<file path="src/adc_cfg_pkg.sv">
// constants for the converter clock and mode configuration block
package adc_cfg_pkg;
	localparam int ADDR_W = 8;
	localparam logic [7:0] CFG_OFFSET = 8'h12;
	localparam logic [7:0] STATUS_OFFSET = 8'h13;
	localparam logic [7:0] CFG_RESET = 8'h00;
	localparam int LOW_POWER_BIT = 7;
	localparam int DIV_MSB = 6;
	localparam int DIV_LSB = 5;
	localparam int LONG_SAMPLE_BIT = 4;
	localparam int RES_MSB = 3;
	localparam int RES_LSB = 2;
	localparam int CLKSEL_MSB = 1;
	localparam int CLKSEL_LSB = 0;
	localparam int FULL_BIT = 0;
	localparam int FIFO_DEPTH_MAX = 8;
	localparam int CNT_W = 4;
	typedef enum logic [1:0] {
		SRC_BUS,
		SRC_BUS_HALF,
		SRC_ALT,
		SRC_ASYNC
	} clk_src_type;
	typedef enum logic [1:0] {
		RES_8BIT,
		RES_10BIT,
		RES_12BIT,
		RES_RESERVED
	} resolution_type;
endpackage

</file>
<file path="src/conv_clk_divider.sv">
// divides the selected source enable pulse by 1, 2, 4 or 8
`timescale 1ns/10ps
module conv_clk_divider
	import adc_cfg_pkg::*;
(
	input wire logic clk_i, // bus clock
	input wire logic srst_i, // synchronous reset, active high
	input wire logic src_en_i, // one pulse per source clock period
	input wire logic [1:0] div_sel_i, // divider field
	output logic conv_en_o // one pulse per conversion clock period
);
	logic [2:0] cnt_q;
	logic [2:0] limit;

	always_comb begin
		case (div_sel_i)
			2'b00: limit = 3'h0;
			2'b01: limit = 3'h1;
			2'b10: limit = 3'h3;
			default: limit = 3'h7;
		endcase
	end

	always_ff @(posedge clk_i) begin
		if (srst_i) begin
			cnt_q <= 3'h0;
			conv_en_o <= 1'b0;
		end else begin
			conv_en_o <= 1'b0;
			if (src_en_i) begin
				// a shrunk divider restarts rather than waiting for a wrap
				if (cnt_q >= limit) begin
					cnt_q <= 3'h0;
					conv_en_o <= 1'b1;
				end else begin
					cnt_q <= cnt_q + 3'h1;
				end
			end
		end
	end
endmodule // conv_clk_divider

</file>
<file path="src/adc_clock_mode_config.sv">
// converter clock, resolution and sampling configuration with fifo full status
// Summary of operation
// full flag 1 when fifo full, else 0
// bit 7: 0 high speed, 1 low power
// divider field divides by 1, 2, 4, 8
// bit 4: 0 short, 1 long sample
// resolution 8, 10, 12 bits; 11 reserved
// source: bus, bus/2, alternate, asynchronous
// config register at 12h, resets to zero
// fifo mode forbids asynchronous clock source; the code only flags it on CLK_CONFLICT_O and still uses that source
`timescale 1ns/10ps
module adc_clock_mode_config
	import adc_cfg_pkg::*;
#(
	parameter int FIFO_DEPTH = FIFO_DEPTH_MAX
) (
	input wire logic CLK_I, // bus clock, 100 MHz
	input wire logic SRST_I, // synchronous reset, active high
	input wire logic [ADDR_W-1:0] ADDR_I, // register address
	input wire logic [7:0] WDATA_I, // write data
	input wire logic WR_I, // write strobe
	input wire logic RD_I, // read strobe
	output logic [7:0] RDATA_O, // read data, valid cycle after strobe
	input wire logic ALT_CLK_I, // alternate clock source pin
	input wire logic ASYNC_CLK_I, // asynchronous converter clock
	input wire logic RESULT_PUSH_I, // a conversion result enters the fifo
	input wire logic RESULT_POP_I, // software reads one result
	input wire logic [CNT_W-1:0] FIFO_LEVEL_I, // configured fifo depth, 0 = off
	output logic CONV_CLK_EN_O, // conversion clock enable pulse
	output logic LOW_POWER_O, // reduced power mode
	output logic LONG_SAMPLE_O, // long sample time
	output logic [1:0] RESOLUTION_O, // resolution select
	output logic [3:0] RESULT_BITS_O, // result width in bits
	output logic RESULT_FIFO_FULL_O, // result fifo full flag
	output logic CLK_CONFLICT_O // fifo on while async source chosen
);
	logic [7:0] cfg_q;
	logic [CNT_W-1:0] count_q;
	logic full_d;
	logic bus_half_q;
	logic [1:0] alt_sync_q;
	logic [1:0] async_sync_q;
	logic alt_prev_q;
	logic async_prev_q;
	logic src_en;
	logic conv_en;
	logic [CNT_W-1:0] depth;
	clk_src_type src;

	assign src = clk_src_type'(cfg_q[CLKSEL_MSB:CLKSEL_LSB]);

	// register write; every field is plain read/write
	always_ff @(posedge CLK_I) begin
		if (SRST_I) begin
			cfg_q <= CFG_RESET;
		end else if (WR_I && ADDR_I == CFG_OFFSET) begin
			cfg_q <= WDATA_I;
		end
	end

	// read port; unmapped addresses read zero
	always_ff @(posedge CLK_I) begin
		if (SRST_I) begin
			RDATA_O <= 8'h00;
		end else if (RD_I) begin
			case (ADDR_I)
				CFG_OFFSET: RDATA_O <= cfg_q;
				STATUS_OFFSET: RDATA_O <= {7'h00, RESULT_FIFO_FULL_O};
				default: RDATA_O <= 8'h00;
			endcase
		end else begin
			RDATA_O <= 8'h00;
		end
	end

	// pin clocks pass two flops before any edge detection
	// the alternate pin is asynchronous to the bus clock; the first flop may go metastable
	always_ff @(posedge CLK_I) begin
		if (SRST_I) begin
			alt_sync_q <= 2'h0;
		end else begin
			alt_sync_q <= {alt_sync_q[0], ALT_CLK_I};
		end
	end

	// the asynchronous converter clock gets the same two flop treatment
	always_ff @(posedge CLK_I) begin
		if (SRST_I) begin
			async_sync_q <= 2'h0;
		end else begin
			async_sync_q <= {async_sync_q[0], ASYNC_CLK_I};
		end
	end

	// previous synchronised level of the alternate clock, only the second flop is read
	always_ff @(posedge CLK_I) begin
		if (SRST_I) begin
			alt_prev_q <= 1'b0;
		end else begin
			alt_prev_q <= alt_sync_q[1];
		end
	end

	// previous synchronised level of the asynchronous clock
	always_ff @(posedge CLK_I) begin
		if (SRST_I) begin
			async_prev_q <= 1'b0;
		end else begin
			async_prev_q <= async_sync_q[1];
		end
	end

	// half rate enable: bus clock halved without a second clock domain
	always_ff @(posedge CLK_I) begin
		if (SRST_I) begin
			bus_half_q <= 1'b0;
		end else begin
			bus_half_q <= ~bus_half_q;
		end
	end

	// source enable; pin clocks are limited to under a quarter of the bus rate
	always_comb begin
		case (src)
			SRC_BUS: src_en = 1'b1;
			SRC_BUS_HALF: src_en = bus_half_q;
			SRC_ALT: src_en = alt_sync_q[1] & ~alt_prev_q;
			SRC_ASYNC: src_en = async_sync_q[1] & ~async_prev_q;
			default: src_en = 1'b0;
		endcase
	end

	conv_clk_divider u_div (
		.clk_i(CLK_I),
		.srst_i(SRST_I),
		.src_en_i(src_en),
		.div_sel_i(cfg_q[DIV_MSB:DIV_LSB]),
		.conv_en_o(conv_en)
	);

	// mode outputs registered so every output leaves a flop
	// the enable pulse lags the divider by one cycle; the duty pattern is unchanged
	always_ff @(posedge CLK_I) begin
		if (SRST_I) begin
			CONV_CLK_EN_O <= 1'b0;
		end else begin
			CONV_CLK_EN_O <= conv_en;
		end
	end

	// power mode: high speed when clear, reduced power when set
	always_ff @(posedge CLK_I) begin
		if (SRST_I) begin
			LOW_POWER_O <= 1'b0;
		end else begin
			LOW_POWER_O <= cfg_q[LOW_POWER_BIT];
		end
	end

	// sample time length for higher impedance sources
	always_ff @(posedge CLK_I) begin
		if (SRST_I) begin
			LONG_SAMPLE_O <= 1'b0;
		end else begin
			LONG_SAMPLE_O <= cfg_q[LONG_SAMPLE_BIT];
		end
	end

	// raw resolution code, kept beside the decoded width
	always_ff @(posedge CLK_I) begin
		if (SRST_I) begin
			RESOLUTION_O <= 2'h0;
		end else begin
			RESOLUTION_O <= cfg_q[RES_MSB:RES_LSB];
		end
	end

	// decoded result width; updates on the same edge as the raw code
	always_ff @(posedge CLK_I) begin
		if (SRST_I) begin
			RESULT_BITS_O <= 4'h8;
		end else begin
			case (resolution_type'(cfg_q[RES_MSB:RES_LSB]))
				RES_8BIT: RESULT_BITS_O <= 4'h8;
				RES_10BIT: RESULT_BITS_O <= 4'ha;
				RES_12BIT: RESULT_BITS_O <= 4'hc;
				default: RESULT_BITS_O <= 4'h0; // reserved code converts nothing
			endcase
		end
	end

	// flags the setup that fifo mode forbids: fifo on with the asynchronous source chosen
	// indicator only: the chosen source is still honoured
	always_ff @(posedge CLK_I) begin
		if (SRST_I) begin
			CLK_CONFLICT_O <= 1'b0;
		end else begin
			CLK_CONFLICT_O <= (FIFO_LEVEL_I != '0) && (src == SRC_ASYNC);
		end
	end

	// occupancy: depth code n gives n+1 entries, capped by the parameter
	always_comb begin
		if (FIFO_LEVEL_I == '0) begin
			depth = CNT_W'(1);
		end else if (FIFO_LEVEL_I >= CNT_W'(FIFO_DEPTH - 1)) begin
			depth = CNT_W'(FIFO_DEPTH);
		end else begin
			depth = FIFO_LEVEL_I + CNT_W'(1);
		end
	end

	// a push into a full fifo overwrites the oldest, count stays at depth
	always_ff @(posedge CLK_I) begin
		if (SRST_I) begin
			count_q <= '0;
		end else begin
			case ({RESULT_PUSH_I, RESULT_POP_I})
				2'b10: begin
					if (count_q < depth) begin
						count_q <= count_q + CNT_W'(1);
					end
				end
				2'b01: begin
					if (count_q != '0) begin
						count_q <= count_q - CNT_W'(1);
					end
				end
				2'b11: begin
					if (count_q == '0) begin
						count_q <= CNT_W'(1);
					end
				end
				default: begin
					if (count_q > depth) begin
						count_q <= depth;
					end
				end
			endcase
		end
	end

	// full compares against the live depth so a shrunk depth reports full at once
	assign full_d = (count_q >= depth);

	// registered flag; no set/clear race since it follows the count each cycle
	always_ff @(posedge CLK_I) begin
		if (SRST_I) begin
			RESULT_FIFO_FULL_O <= 1'b0;
		end else begin
			RESULT_FIFO_FULL_O <= full_d;
		end
	end
endmodule // adc_clock_mode_config

</file>
<file path="config.mk">
export PLATFORM = sky130hd
export DESIGN_NAME = adc_clock_mode_config
export DESIGN_NICKNAME = d
export VERILOG_FILES = /design/src/adc_cfg_pkg.sv /design/src/conv_clk_divider.sv /design/src/adc_clock_mode_config.sv
export SDC_FILE = /design/constraint.sdc
export NUM_CORES = 1
export LEC_CHECK = 0
export BUFFER_PORTS_ARGS = -buffer_cell sky130_fd_sc_hd__buf_2
export CORE_MARGIN = 2
export CORE_UTILIZATION = 46
export CTS_CLUSTER_DIAMETER = 100
export DETAILED_ROUTE_END_ITERATION = 6
export PLACE_DENSITY_LB_ADDON = 0.05
export SLEW_MARGIN = 20
export SYNTH_ARGS = -nofsm -noshare
export SYNTH_HDL_FRONTEND = slang
export SYNTH_SLANG_ARGS = --single-unit
</file>
<file path="constraint.sdc">
create_clock -name CLK_I -period 3.9 [get_ports CLK_I]
set_input_delay 0.585 -clock CLK_I [delete_from_list [all_inputs] [get_ports CLK_I]]
set_output_delay 0.585 -clock CLK_I [all_outputs]
set_load 0.01 [all_outputs]
</file>
Word-level counts from Yosys, hierarchy flattened:

Cells that the tools add are included.

* bits in registers: 42
* input port bits: 28
* output and inout port bits: 19

* $add $sub $neg: 4
* $lt $le $gt $ge: 5
* equality and inequality tests: 15
* muxes and demuxes: 13
* bitwise gates (word level): 7
* reduce and logical (&&, ||, !) cells: 13

Operators with widths (count)
* 2-to-1 mux 4 bit: 6
* case mux 4 bit (3 select lines): 2
* == test 8 x 5 -> 1 bit, second input constant: 2
* case mux 8 bit (2 select lines): 1
* == test 2 bit, second input constant: 6
* nonzero test 4 bit: 3
* case mux 3 bit (3 select lines): 1
* adder 4 x 1 -> 4 bit, second input constant: 2
* == test 2 x 1 -> 1 bit, second input constant: 4
* logical NOT 4 bit: 2
* logical NOT 2 bit: 3
* inequality test 2 bit, second input constant: 3
* inverter 1 bit: 5
* >= comparator 4 x 3 -> 1 bit, second input constant: 1
* >= comparator 4 bit: 1
* > comparator 4 bit: 1
* < comparator 4 bit: 1
* case mux 1 bit (4 select lines): 1
* AND reduction 4 bit: 1
* OR reduction 2 bit: 2
* subtractor 4 x 1 -> 4 bit, second input constant: 1
* adder 3 x 1 -> 3 bit, second input constant: 1
* >= comparator 3 bit: 1
* 2-to-1 mux 3 bit: 1
* 3 further kinds: 5

Depth between registers and ports, before layout:

* depth in word-level cells: 6
* depth in mapped cells: 11
* mapped depth without buffers: 11

Hierarchy:

A second synthesis with hierarchy kept.

* cells, all modules: 195
* area, all modules: 1888.1 um2

By module, submodules not included
* adc_clock_mode_config: instances 1, cells an instance 167, area each 1626.6 um2, sequential area each 740.7 um2
* conv_clk_divider: instances 1, cells an instance 28, area each 261.5 um2, sequential area each 80.1 um2

Worst setup path after synthesis:

OpenSTA, ideal clock, no wires.

* path type: input port to flip-flop
* start point: in FIFO_LEVEL_I[0]
* end point: reg count_q[2]
* library setup time: 0.091 ns
* data arrival time: 2.291 ns
* setup slack: 1.518 ns
* stages on the path: 9
* buffers on the path: 0
* path through: ha_1 -> a21o_1 -> a21oi_1 -> ha_1 -> a21o_1 -> a211oi_1 -> and2_1 -> nor2_1 -> a311oi_1

* longest elaborated chain between the ends: 6
* elaborated cells on any way between the ends: 12
* classes of those cells: add/sub: 1; order compare: 3; eq/ne: 1; mux: 4; reduce/logical: 3

RTL lines
* from (decl): line adc_clock_mode_config.sv:28 `input wire logic [CNT_W-1:0] FIFO_LEVEL_I,`
* adder 4 x 1 -> 4 bit / >= comparator 4 x 3 -> 1 bit (equally long branches): line adc_clock_mode_config.sv:209, adc_clock_mode_config.sv:206
* 2-to-1 mux 4 bit: line adc_clock_mode_config.sv:206 `end else if (FIFO_LEVEL_I >= CNT_W'(FIFO_DEPTH - 1)) begin`
* 2-to-1 mux 4 bit (*): line adc_clock_mode_config.sv:204 `if (FIFO_LEVEL_I == '0) begin`
* > comparator 4 bit / < comparator 4 bit (equally long branches): line adc_clock_mode_config.sv:235, adc_clock_mode_config.sv:220
* nonzero test 4 bit (no source line) / inequality test 2 bit (equally long branches)
* AND reduction 4 bit (no source line)
* to (signal assigned): line adc_clock_mode_config.sv:221 `count_q <= count_q + CNT_W'(1);`
* to (signal assigned): line adc_clock_mode_config.sv:226 `count_q <= count_q - CNT_W'(1);`
* to (signal assigned): line adc_clock_mode_config.sv:236 `count_q <= depth;`
* to (decl): line adc_clock_mode_config.sv:38 `logic [CNT_W-1:0] count_q;`

Every way passes the cells marked *; elsewhere a longest branch is shown, timed or not. The select of a mux whose other input is x is not followed.
A chain may end at the register's enable or synchronous reset.

Worst setup path after layout:

Same ends and word-level chain as after synthesis.

==> summary.md <==
| Metric | Value |
|---|---|
| Initial antenna violation count | `0` |
| F_max | `400 MHz` |
| Number of iterations in the first detailed-routing pass | `4` |
| Hold_buf cts | `0` |
| DRC viols | `0` |
| Post-Syn Area | `roughly 1900 um2` |
| CTS tree | `yes` |
| Max-Cap Viols | `0` |
| Gr ovfl total | `0` |
| Seq/Total Area, Yosys | `approximately 44%` |
| Max VDD drop | `between 0.0002 and 0.00025 V` |
| Largest net degree at the start of global routing | `32` |
| Pwr dens | `roughly 460 nW/um2` |
| Routed Wire Length | `about 3700 um` |
| Worst Path Arrival | `2.70 ns` |
| Worst slew pin tran | `just under 0.6 ns` |
| Drt wl/cell | `12.6 um` |
| Die Y | `between 60 and 70 um` |
| CP Capture Type | `register` |
| Asr flop ratio synth | `0%` |
| Slew headroom | `between 60% and 70%` |
| Share of cells above drive strength 1 | `23.2%` |
| First-pass GRT wire length | `5960 um` |
| Root Driver | `clkbuf_8` |
| Clock buffer depth | `2` |
| Area growth from synthesis to layout | `18.4%` |
| CORE AREA | `a little under 4000 um2` |
| Req. time, crit path | `4.10 ns` |
| Detailed Route Iter0 Violations | `60` |
| Status | `complete, no violations` |
| Clk Latency, worst-skew pair | `just under 0.3 ns` |
| Hold Startpoint | `bus_half_q` |
| Final hold vios | `0` |
| Total CTS buffers | `5` |
| Unique masters post-synth | `39` |
| Crit Path Class | `input port to register` |
| Total global routing track utilization | `17.5%` |
| Finished Core Util | `a little under three fifths` |
| Post-route ant nets | `0` |
| RSZ-0062 raised after global routing | `no` |
| Worst-path maximum fanout | `5` |
| DR vias | `roughly 1.5k` |
| Setup violators final | `0` |
| Post-synth net total | `between 200 and 250` |
| Fin. max-slew vios | `0` |
| Clk slew on worst S/H paths | `~0.070 ns` |
| Setup Fix Bufs, Post-CTS | `0` |
| Input/output buffers | `45` |
| Fin nets | `roughly 290` |
| #FFs+latches synth | `41` |
| Final setup skew | `0.00544 ns` |
| Dpl hpwl | `between 2000 and 3000 um` |
| Hold Crit Class | `register to register` |
| Std cell rows | `23` |
| Vias in the first global route | `~1.4k` |
| Setup_tns | `0 ns` |
| Starting Density | `47.4%` |
| Post-cts sizing count | `0` |
| Reg2reg start | `cfg_q[5]` |
| Prevailing post-synth register cell | `dfxtp_1` |
| Fin crit period | `between 2 and 2.5 ns` |
| Worst Setup SP | `FIFO_LEVEL_I[0]` |
| Ports | `47` |
| P_leak | `1.05 nW` |
| Number of fill cells | `about 350` |
| Final worst path period share | `between 60% and 70%` |
| Cells after Synth | `between 150 and 200` |
| Startpoint types | `input port` |
| Die area | `around 4600 um2` |
| EDFF count, synth | `0` |
| Sink Count | `between 40 and 50` |
| Mean post-synth cell area | `between 9 and 10 um2` |
| Vias/cell | `5.15` |
| GP Congestion | `0.849` |
| Die width | `around 68 um` |
| H-tree levels | `2` |
| Ant diodes | `0` |
| Synth Warn # | `0` |
state kept, by name, indices dropped and copies added (netlist names), 2 cells and up:
register       count
cfg_q              8
async_sync_q       2
alt_sync_q         2
count_q            4
u_div.cnt_q        3
RDATA_O            8
RESULT_BITS_O      3
RESOLUTION_O       2
through the flow:
step | setup slack [ns] | hold WS, ns | instances | cell area, um2 | power (mW)
6_report | 1.40 | 0.424 | 291 | 2210 | 1.01
3_5_place_dp | 1.15 | 0.410 | 284 | 2130 | 0.746
4_1_cts | 1.44 | 0.425 | 291 | 2210 | 1.02
3_3_place_gp | 1.25 | 0.402 | 284 | 2130 | 0.739
2_1_floorplan | 1.52 | 0.388 | 194 | 1870 | 0.677
5_1_grt | 1.27 | 0.441 | 291 | 2210 | 1.07
worst max-delay path, cell delays in order:
cell	delay (ns)
buf_2	0.13
ha_1	0.25
a21o_1	0.16
a21oi_1	0.22
ha_1	0.33
a21o_1	0.23
a211oi_1	0.31
and2_1	0.21
nor2_1	0.07
a311oi_1	0.21
cells in the mapped netlist (2+ instances only):
| cell type | instances | area (um2) |
|---|---|---|
| a31oi_1 | 2 | 12.5 |
| nand3b_1 | 5 | 37.5 |
| ha_1 | 16 | 200 |
| inv_1 | 11 | 41.3 |
| or2_2 | 3 | 18.8 |
| and2_1 | 7 | 43.8 |
| o21ai_0 | 3 | 15.0 |
| mux2i_1 | 10 | 100 |
| a21o_1 | 4 | 30.0 |
| buf_1 | 2 | 7.51 |
| xnor2_1 | 3 | 26.3 |
| nor3_1 | 5 | 25.0 |
| nand3_1 | 3 | 15.0 |
| o22a_1 | 2 | 17.5 |
| nand2_1 | 11 | 41.3 |
| nor2_1 | 14 | 52.6 |
| nor2b_1 | 15 | 93.8 |
| a21oi_1 | 11 | 55.1 |
| dfxtp_1 | 41 | 821 |
| nand2b_1 | 3 | 18.8 |
| o2111ai_1 | 4 | 35.0 |
| a211oi_1 | 2 | 15.0 |
cells in the final DEF (no fill, tap or decap), drive strengths merged, types with 2 or more instances in the layout:
master,count
a21oi,11
nor3,5
nand3,3
o2111ai,4
a21o,4
ha,16
dfxtp,41
clkbuf,7
or2,3
o21ai,3
and2,7
a31oi,2
mux2i,10
xnor2,3
nand2,11
inv,11
buf,45
nor2,15
nand3b,5
o22a,2
nand2b,3
nor2b,15
a211oi,2
layout make-up:
type | instances | area (um2) | area share [%]
well taps | 50 | 62.6 | 2.83
inverters | 11 | 41.3 | 1.87
multi-input cells | 137 | 977 | 44.1
clock buffers | 7 | 86.3 | 3.90
repair buffers | 45 | 225 | 10.2
flip-flops and latches | 41 | 821 | 37.1
final timing paths:
check / cells past startpoint / slack, ns / to
hold / removal: 1 / 0.42 / bus_half_q
hold reg to reg: 1 / 0.42 / bus_half_q
setup reg to reg: 7 / 1.97 / u_div.cnt_q[2]
setup / recovery: 10 / 1.40 / count_q[2]
logic make-up (layout without fill, tap and decap cells):
logic type	after synthesis	after routing	synth area share (%)
buf+inv	16	63	3.82
fa+ha+maj	17	17	11.8
flops	41	41	43.9
simple gates	75	75	22.7
xor+xnor	3	3	1.41
compound gates	31	31	10.8
mux	10	10	5.35
other cells	1	1	0.201
report_power, final:
part / switching, mW / leakage [nW] / internal (mW)
clock network: 0.130 / 0.0443 / 0.140
registers: 0.0299 / 0.333 / 0.446
logic: 0.140 / 0.676 / 0.124
total: 0.300 / 1.05 / 0.711
metal layers:
metal  wire (um)  track usage [%]  up-vias
met4          44             8.16        0
met3         223             5.00        5
met2        1750             29.0       49
met1        1650             20.6      687
li1            -                -      758
met5           0                0        -
No activity file was read; power rests on OpenSTA's default activity.
